<file path="config.mk">
export PLATFORM = sky130hd
export DESIGN_NAME = updown_reload_timer
export DESIGN_NICKNAME = d
export VERILOG_FILES = /design/src/hdl/updown_timer_pkg.sv /design/src/hdl/timer_prescaler.sv /design/src/hdl/updown_reload_timer.sv
export SDC_FILE = /design/constraint.sdc
export NUM_CORES = 1
export LEC_CHECK = 0
export BUFFER_PORTS_ARGS = -buffer_cell sky130_fd_sc_hd__buf_4
export CAP_MARGIN = 20
export CORE_MARGIN = 2
export CORE_UTILIZATION = 39
export CTS_CLUSTER_DIAMETER = 50
export DETAILED_ROUTE_END_ITERATION = 6
export SLEW_MARGIN = 20
export SYNTH_ARGS = -nofsm -noshare
export SYNTH_HDL_FRONTEND = slang
export SYNTH_SLANG_ARGS = --single-unit
</file>
<file path="constraint.sdc">
create_clock -name ref_clk -period 3.2 [get_ports ref_clk]
set_input_delay 0.32 -clock ref_clk [delete_from_list [all_inputs] [get_ports ref_clk]]
set_output_delay 0.32 -clock ref_clk [all_outputs]
set_load 0.01 [all_outputs]
</file>
<file path="src/hdl/updown_timer_pkg.sv">
// Purpose: Shared constants for the up/down reload timer and its prescaler.
// Assumes: APB register access, one 250 MHz clock, synchronous active-high reset.
// Notes:   Register indices are word indices; the byte address is four times the index.
package updown_timer_pkg;

  localparam int          ADDR_W          = 18;
  localparam int          DATA_W          = 32;
  localparam int          IDX_W           = 16;
  localparam int          CNT_W           = 8;
  localparam int          NUM_TAPS        = 7;
  localparam int          PRE_W           = 13;

  // Register word indices.
  localparam logic [15:0] MODE_IDX        = 16'hFFC4;
  localparam logic [15:0] COUNT_IDX       = 16'hFFC5;
  localparam logic [15:0] IRQ_REQ_IDX     = 16'hFFF0;
  localparam logic [15:0] IRQ_EN_IDX      = 16'hFFF1;
  localparam logic [15:0] EDGE_SEL_IDX    = 16'hFFF2;

  // Mode register layout and reset value.
  localparam int          RELOAD_BIT      = 7;
  localparam int          DIR_SRC_BIT     = 6;
  localparam int          SOFT_DIR_BIT    = 5;
  localparam int          CLK_SEL_HI      = 2;
  localparam int          CLK_SEL_LO      = 0;
  localparam logic [7:0]  MODE_RESET      = 8'h18;
  localparam logic [7:0]  MODE_RSVD_ONES  = 8'h18;
  localparam logic [7:0]  MODE_WR_MASK    = 8'hE7;

  // Single-bit fields of the request, enable and edge registers.
  localparam int          FLAG_BIT        = 0;
  localparam int          EDGE_BIT        = 0;

  localparam logic [7:0]  CNT_RESET       = 8'h00;
  localparam logic [7:0]  CNT_MAX         = 8'hFF;
  localparam logic [7:0]  CNT_MIN         = 8'h00;
  localparam logic [2:0]  CLK_SEL_EXT     = 3'h7;

  // Log2 of each prescaler tap divisor, in clock-select order: 8192 down to 8.
  localparam int          TAP_LOG [NUM_TAPS] = '{13, 11, 9, 8, 7, 5, 3};

endpackage

</file>
<file path="src/hdl/timer_prescaler.sv">
// Purpose: Free-running prescaler producing one-cycle enables at each tap rate.
// Assumes: Single clock; taps are powers of two no wider than the counter.
// Notes:   Each tap pulse is registered so it lines up with the cycle in which the count wraps.
`timescale 1ns/10ps
`default_nettype none
module timer_prescaler
#(
  parameter int PRE_WIDTH = updown_timer_pkg::PRE_W
) (
  input  wire logic                                ref_clk,
  input  wire logic                                srst,
  output logic [updown_timer_pkg::NUM_TAPS-1:0]    tap_pulse
);
  import updown_timer_pkg::*;

  logic [PRE_WIDTH-1:0] div_reg;
  logic [NUM_TAPS-1:0]  tap_hit;

  genvar g;
  generate
    for (g = 0; g < NUM_TAPS; g = g + 1) begin : g_tap
      assign tap_hit[g] = &div_reg[TAP_LOG[g]-1:0];
    end
  endgenerate

  always_ff @(posedge ref_clk) begin
    if (srst) begin
      div_reg   <= '0;
      tap_pulse <= '0;
    end else begin
      div_reg   <= div_reg + 1'b1;
      tap_pulse <= tap_hit;
    end
  end

endmodule
`default_nettype wire

</file>
<file path="src/hdl/updown_reload_timer.sv">
// Purpose: 8-bit up/down timer with interval and auto-reload modes behind an APB slave.
// Assumes: Event and direction pins are synchronous inputs, resynchronised here anyway.
// Notes:   Each APB access takes one wait state; unmapped addresses answer with pslverr.
`timescale 1ns/10ps
`default_nettype none

// Notes on behaviour
// - Reload mode bit: 0 gives interval timing, 1 gives auto-reload.
// - With software direction, soft bit 0 counts up, 1 counts down.
// - With hardware direction, pin high counts down, pin low counts up.
// - Mode bits 4 and 3 always read 1 and ignore writes.
// - Mode register resets to 0x18.
// - Clock select picks one of seven prescaler taps or the event pin.
// - Event pin active edge comes from the edge polarity bit.
// - Counter is 8 bits, read-only, readable any time without disturbing it.
// - Overflow past 0xFF or underflow past 0x00 sets the request flag.
// - Interrupt goes out when request flag and its enable are both set.
// - Interval mode wraps to 0x00 on overflow, 0xFF on underflow.
// - Writing the reload value also loads the counter at once.
// - Auto-reload mode loads the reload value on each overflow or underflow.
// - Counter reads and reload writes share one address.
// - Counter and reload value clear to 0x00 on reset.
// - Counting up starts straight after reset without software help.
// - Counter moves by exactly one per selected count pulse, unless it wraps in auto-reload mode or a reload write lands in the same cycle.
module updown_reload_timer
(
  input  wire logic                               ref_clk,
  input  wire logic                               srst,
  input  wire logic                               psel,
  input  wire logic                               penable,
  input  wire logic                               pwrite,
  input  wire logic [updown_timer_pkg::ADDR_W-1:0] paddr,
  input  wire logic [updown_timer_pkg::DATA_W-1:0] pwdata,
  output logic      [updown_timer_pkg::DATA_W-1:0] prdata,
  output logic                                    pready,
  output logic                                    pslverr,
  input  wire logic                               event_input_pin,
  input  wire logic                               direction_pin,
  output logic                                    irq_out
);
  import updown_timer_pkg::*;

  logic [7:0]          timer_mode_ctrl_reg;
  logic [7:0]          timer_count_value_reg;
  logic [7:0]          timer_reload_value_reg;
  logic                overflow_request_flag_reg;
  logic                overflow_irq_enable_reg;
  logic                event_edge_polarity_reg;
  logic [2:0]          ev_sync_reg;
  logic [1:0]          dir_sync_reg;
  logic [NUM_TAPS-1:0] tap_pulse;

  // Bus decode.
  wire [IDX_W-1:0] word_idx     = paddr[ADDR_W-1:2];
  wire             hit_mode     = (word_idx == MODE_IDX);
  wire             hit_count    = (word_idx == COUNT_IDX);
  wire             hit_req      = (word_idx == IRQ_REQ_IDX);
  wire             hit_en       = (word_idx == IRQ_EN_IDX);
  wire             hit_edge     = (word_idx == EDGE_SEL_IDX);
  wire             hit_any      = hit_mode | hit_count | hit_req | hit_en | hit_edge;
  wire             access_done  = psel & penable & pready;
  wire             wr_done      = access_done & pwrite & hit_any;
  wire             wr_mode      = wr_done & hit_mode;
  wire             wr_reload    = wr_done & hit_count;
  wire             wr_req       = wr_done & hit_req;
  wire             wr_en        = wr_done & hit_en;
  wire             wr_edge      = wr_done & hit_edge;
  wire [7:0]       wbyte        = pwdata[7:0];

  // Mode fields.
  wire             reload_mode_select      = timer_mode_ctrl_reg[RELOAD_BIT];
  wire             direction_source_select = timer_mode_ctrl_reg[DIR_SRC_BIT];
  wire             soft_direction          = timer_mode_ctrl_reg[SOFT_DIR_BIT];
  wire [2:0]       clock_select            = timer_mode_ctrl_reg[CLK_SEL_HI:CLK_SEL_LO];

  // Pin conditioning: ev_sync_reg[0] and dir_sync_reg[0] are the metastable stages.
  wire             ev_now       = ev_sync_reg[1];
  wire             ev_prev      = ev_sync_reg[2];
  wire             dir_pin_s    = dir_sync_reg[1];
  wire             ev_rise      = ev_now & ~ev_prev;
  wire             ev_fall      = ~ev_now & ev_prev;
  wire             ev_edge      = event_edge_polarity_reg ? ev_rise : ev_fall;

  // Count enable and direction.
  wire             ext_sel      = (clock_select == CLK_SEL_EXT);
  wire             tap_tick     = ext_sel ? 1'b0 : tap_pulse[clock_select];
  wire             count_tick   = ext_sel ? ev_edge : tap_tick;
  wire             count_down   = direction_source_select ? dir_pin_s
                                                          : soft_direction;
  wire             at_max       = (timer_count_value_reg == CNT_MAX);
  wire             at_min       = (timer_count_value_reg == CNT_MIN);
  wire             wrap_event   = count_tick & (count_down ? at_min : at_max);
  wire [7:0]       stepped      = count_down ? timer_count_value_reg - 8'h01
                                             : timer_count_value_reg + 8'h01;
  wire [7:0]       wrap_value   = count_down ? CNT_MAX : CNT_MIN;

  logic [7:0] count_next;
  always_comb begin
    count_next = timer_count_value_reg;
    if (wr_reload) begin
      count_next = wbyte;
    end else if (wrap_event) begin
      count_next = reload_mode_select ? timer_reload_value_reg
                                      : wrap_value;
    end else if (count_tick) begin
      count_next = stepped;
    end
  end

  // Hardware set wins over a software clear in the same cycle.
  wire flag_next = wrap_event | (overflow_request_flag_reg & ~(wr_req & ~wbyte[FLAG_BIT]));

  // Read mux; the counter read has no side effect on counting.
  logic [7:0] rd_byte;
  always_comb begin
    rd_byte = 8'h00;
    if (hit_mode) begin
      rd_byte = timer_mode_ctrl_reg | MODE_RSVD_ONES;
    end else if (hit_count) begin
      rd_byte = timer_count_value_reg;
    end else if (hit_req) begin
      rd_byte[FLAG_BIT] = overflow_request_flag_reg;
    end else if (hit_en) begin
      rd_byte[FLAG_BIT] = overflow_irq_enable_reg;
    end else if (hit_edge) begin
      rd_byte[EDGE_BIT] = event_edge_polarity_reg;
    end
  end

  timer_prescaler #(
    .PRE_WIDTH (PRE_W)
  ) u_prescaler (
    .ref_clk   (ref_clk),
    .srst      (srst),
    .tap_pulse (tap_pulse)
  );

  // APB answer: one wait state, response data registered with pready.
  always_ff @(posedge ref_clk) begin
    if (srst) begin
      pready  <= 1'b0;
      pslverr <= 1'b0;
      prdata  <= '0;
    end else begin
      pready  <= psel & penable & ~pready;
      pslverr <= psel & penable & ~pready & ~hit_any;
      if (psel & penable & ~pready) begin
        prdata <= (pwrite | ~hit_any) ? '0 : {{(DATA_W-8){1'b0}}, rd_byte};
      end
    end
  end

  always_ff @(posedge ref_clk) begin
    if (srst) begin
      timer_mode_ctrl_reg <= MODE_RESET;
    end else if (wr_mode) begin
      timer_mode_ctrl_reg <= (wbyte & MODE_WR_MASK) | MODE_RSVD_ONES;
    end
  end

  always_ff @(posedge ref_clk) begin
    if (srst) begin
      timer_count_value_reg  <= CNT_RESET;
      timer_reload_value_reg <= CNT_RESET;
    end else begin
      timer_count_value_reg <= count_next;
      if (wr_reload) begin
        timer_reload_value_reg <= wbyte;
      end
    end
  end

  always_ff @(posedge ref_clk) begin
    if (srst) begin
      overflow_request_flag_reg <= 1'b0;
      overflow_irq_enable_reg   <= 1'b0;
      event_edge_polarity_reg   <= 1'b0;
      irq_out                   <= 1'b0;
    end else begin
      overflow_request_flag_reg <= flag_next;
      if (wr_en) begin
        overflow_irq_enable_reg <= wbyte[FLAG_BIT];
      end
      if (wr_edge) begin
        event_edge_polarity_reg <= wbyte[EDGE_BIT];
      end
      irq_out <= overflow_request_flag_reg & overflow_irq_enable_reg;
    end
  end

  always_ff @(posedge ref_clk) begin
    if (srst) begin
      ev_sync_reg  <= '0;
      dir_sync_reg <= '0;
    end else begin
      ev_sync_reg  <= {ev_sync_reg[1:0], event_input_pin};
      dir_sync_reg <= {dir_sync_reg[0], direction_pin};
    end
  end

  // The fastest tap is the one short tests lean on, so its exact period is checked.
  // The slowest tap would need thousands of unrolled cycles and is left to the bench.
  localparam int FAST_TAP = NUM_TAPS - 1;
endmodule
`default_nettype wire

</file>
==> flow_summary.ini <==
[sta]
slew_violations = 0
fmax_ghz = 0.3846
setup_viol = 0
fin_tns_setup_ps = 0
fin_crit_ps = 2600
worstMarginPinSlew_ps = 770.9
max_slew_margin_pct = 48.44
timing.final.ws_setup_ps = 599.8
fin_crit_sh_pct = 81.26
hold_viol = 0
skew_ps = 9.355
rsz0062_at_grt = no

[hold_path]
min_to = ev_sync_reg[0]$_SDFF_PP0_
hp-class = primary input to flip-flop
hold_depth = 2
min_from = event_input_pin

[finish]
final_nets = 480
utilization_pct = 45.56
finalInstanceArea_sq_um = 3687
largest_reg_flops = 13
antenna_cells = 0
n_fill_cell = 815
drive_gt1_share_pct = 17.75
syn2layout_area_growth_pct = 14.45

[outcome]
status = complete, no violations

[die]
die_h_microns = 94.89
core_area_sq_um = 8093
row_count = 33
die_w_microns = 94.89
initial_core_util_pct = 39.81
ios = 92
dieArea_sq_um = 9004

[setup_path]
crit_arrival_ps = 2830
rr_worst_depth = 9
r2r_slack_ps = 600
rr_startpoint = timer_mode_ctrl_reg[6]$_SDFFE_PP0P_
r2r-end = timer_count_value_reg[6]$_SDFFE_PP0P_
worstSetupPathType = flip-flop to flip-flop
path_max_fanout = 10
crit_path_end_kind = flip-flop
cp-start-kind = flip-flop
cp.required_ps = 3430

[synthesis]
ys_seq_area_share_pct = 37.90
postSynthAreaPerCell_sq_um = 8.615
ys.flop_type = dfxtp_1
synth_top_family_by_area = simple AND/OR/NAND/NOR gates
synth.area.mux_share_pct = 5.942
synth_seq_cells = 61
synth.most_common_cell = dfxtp_1
asyncSetResetFlopFracSynth_pct = 0
synth_area_sq_um = 3222
synth_cells = 374
synthAdderAreaFrac_pct = 4.505
synth-simple-area-share_pct = 25.63
yosysUniqueCellTypes = 56
synthTopCellsByArea = dfxtp_1 38%, buf_4 5.6%, nand2_1 4.5%
yosysWarnings = 0
synth_common_cells = 61 x dfxtp_1, 39 x nand2_1, 39 x nor2_1
synth_compound_area_share_pct = 14.49
synth_edf_count = 0
synth_top_area_cell = dfxtp_1
yosys.area.top_type_share_pct = 37.90
synthXorXnorAreaFrac_pct = 2.718

[clock_tree]
postCtsSetupRepairBufs = 0
post_cts_resize_count = 0
cts.path.max_buffers = 2
cts_buffers = 9
worstSkewPairLatency_ps = 350
postCtsHoldBufs = 0
clkSinkCount = 61
tritoncts = done
root_buffer = clkbuf_8
cts.reportedPaths.clkPinSlew_ps = 80
htreeDepth = 3

[route]
dr.pass1.iters = 4
drc_errors = 0
avgViaCountPerCell = 4.987
routed_wl_microns = 6673
ant_nets = 0
wire_per_inst_microns = 12.78
first_iter_violations = 88
vias = 2603

[pwr]
p_total_w = 0.001493
vdd_drop_max_mv = 0.2523
power_density_nw_per_um2 = 405.0
p_leak_nw = 1.428

[global_route]
grt_util_all_layers_pct = 15.92
overflow = 0
grt_pass1_vias = 2355
grt_first_pass_wirelength_microns = 11090
grt_max_degree = 62
antenna_found_initial = 0

[placed_design]
routabilityCongestion = 0.8398
port-buffer-count = 41
pre_cts_slack_ps = 643.5
dp_hpwl_microns = 4824
placed_area_sq_um = 3508

[flow_run]
max-cap-violations = 0
## cells in the final DEF, fill, tap and decap left out, types with 2 or more instances in the layout
master / count
dfxtp_1: 61
buf_4: 43
nor2_1: 39
nand2_1: 39
a21oi_1: 27
conb_1: 24
nor2b_1: 21
mux2i_1: 11
o21ai_0: 11
nand3_1: 10
ha_1: 10
nand4_1: 9
nor3_1: 9
clkbuf_8: 9
inv_1: 6
a211oi_1: 6
o31ai_1: 6
xnor2_1: 5
nand3b_1: 5
xor2_1: 5
o21a_1: 4
o32ai_1: 4
mux2_2: 4
inv_6: 4
or3_1: 3
o211ai_1: 3
and3_1: 2
and4_1: 2
and2_1: 2
nor4_1: 2
nand4b_1: 2
a21o_1: 2
a31oi_1: 2
clkinvlp_4: 2
## critical path: stages, from the launching register on
cell     delay [ps]
dfxtp_1         390
mux2i_2         350
inv_2           180
ha_1            370
nor2b_1         160
o31a_1          260
o21a_1          180
or3_1           310
a31oi_1         180
o31ai_1          90
## logic make-up (layout without fill, tap and decap cells)
logic type	after synthesis	after routing
other cells	1	24
buf+inv	46	66
fa+ha+maj	11	11
simple gates	155	155
mux	17	17
xor+xnor	10	10
flops	61	61
compound gates	73	73
## power by group
group,leakage [nW],internal [W],switching [W]
combinational,0.848,0.0000395,0.0000528
sequential,0.493,0.000767,0.00000612
clock,0.0870,0.000289,0.000339
## area by class of cell
cell class / instances / area [sq um] / area share, %
clock buffers: 9 / 123.9 / 3.359
repair buffers: 43 / 322.8 / 8.755
clock inverters: 7 / 55.05 / 1.493
inverters: 7 / 26.28 / 0.7126
flip-flops and latches: 61 / 1221 / 33.12
multi-input cells: 290 / 1807 / 49.00
well taps: 105 / 131.4 / 3.563
## how the worst max path moves through the flow
stage                                                  endpoint  cells after the start                                 from  slack (ps)
final                     timer_count_value_reg[6]$_SDFFE_PP0P_                      9  timer_mode_ctrl_reg[6]$_SDFFE_PP0P_         600
after global routing      timer_count_value_reg[5]$_SDFFE_PP0P_                      9  timer_mode_ctrl_reg[6]$_SDFFE_PP0P_         430
after CTS                 timer_count_value_reg[6]$_SDFFE_PP0P_                      9  timer_mode_ctrl_reg[6]$_SDFFE_PP0P_         610
after detailed placement  timer_count_value_reg[6]$_SDFFE_PP0P_                      9  timer_mode_ctrl_reg[6]$_SDFFE_PP0P_         640
after global placement    timer_count_value_reg[6]$_SDFFE_PP0P_                      9  timer_mode_ctrl_reg[6]$_SDFFE_PP0P_         680
after floorplan           timer_count_value_reg[6]$_SDFFE_PP0P_                      9  timer_mode_ctrl_reg[6]$_SDFFE_PP0P_         870
## stage by stage
| stage | instances | hold slack, ps |
|---|---|---|
| finish | 522 | 174.3 |
| floorplan | 397 | 413.8 |
| detailed placement | 506 | 422.7 |
| global route | 522 | 168.9 |
| CTS | 522 | 150.4 |
| global placement | 506 | 423.1 |
## metal layers
layer | wire (microns) | vias up | GRT usage [%] | part of all wire (%)
li1 | - | 1352 | - | -
met1 | 3081 | 1196 | 19.81 | 46
met2 | 3246 | 44 | 25.65 | 49
met3 | 240 | 11 | 4.948 | 3.6
met4 | 106 | 0 | 6.280 | 1.6
met5 | 0 | - | 0 | 0
Note: power is estimated with default switching activity, not from simulation.
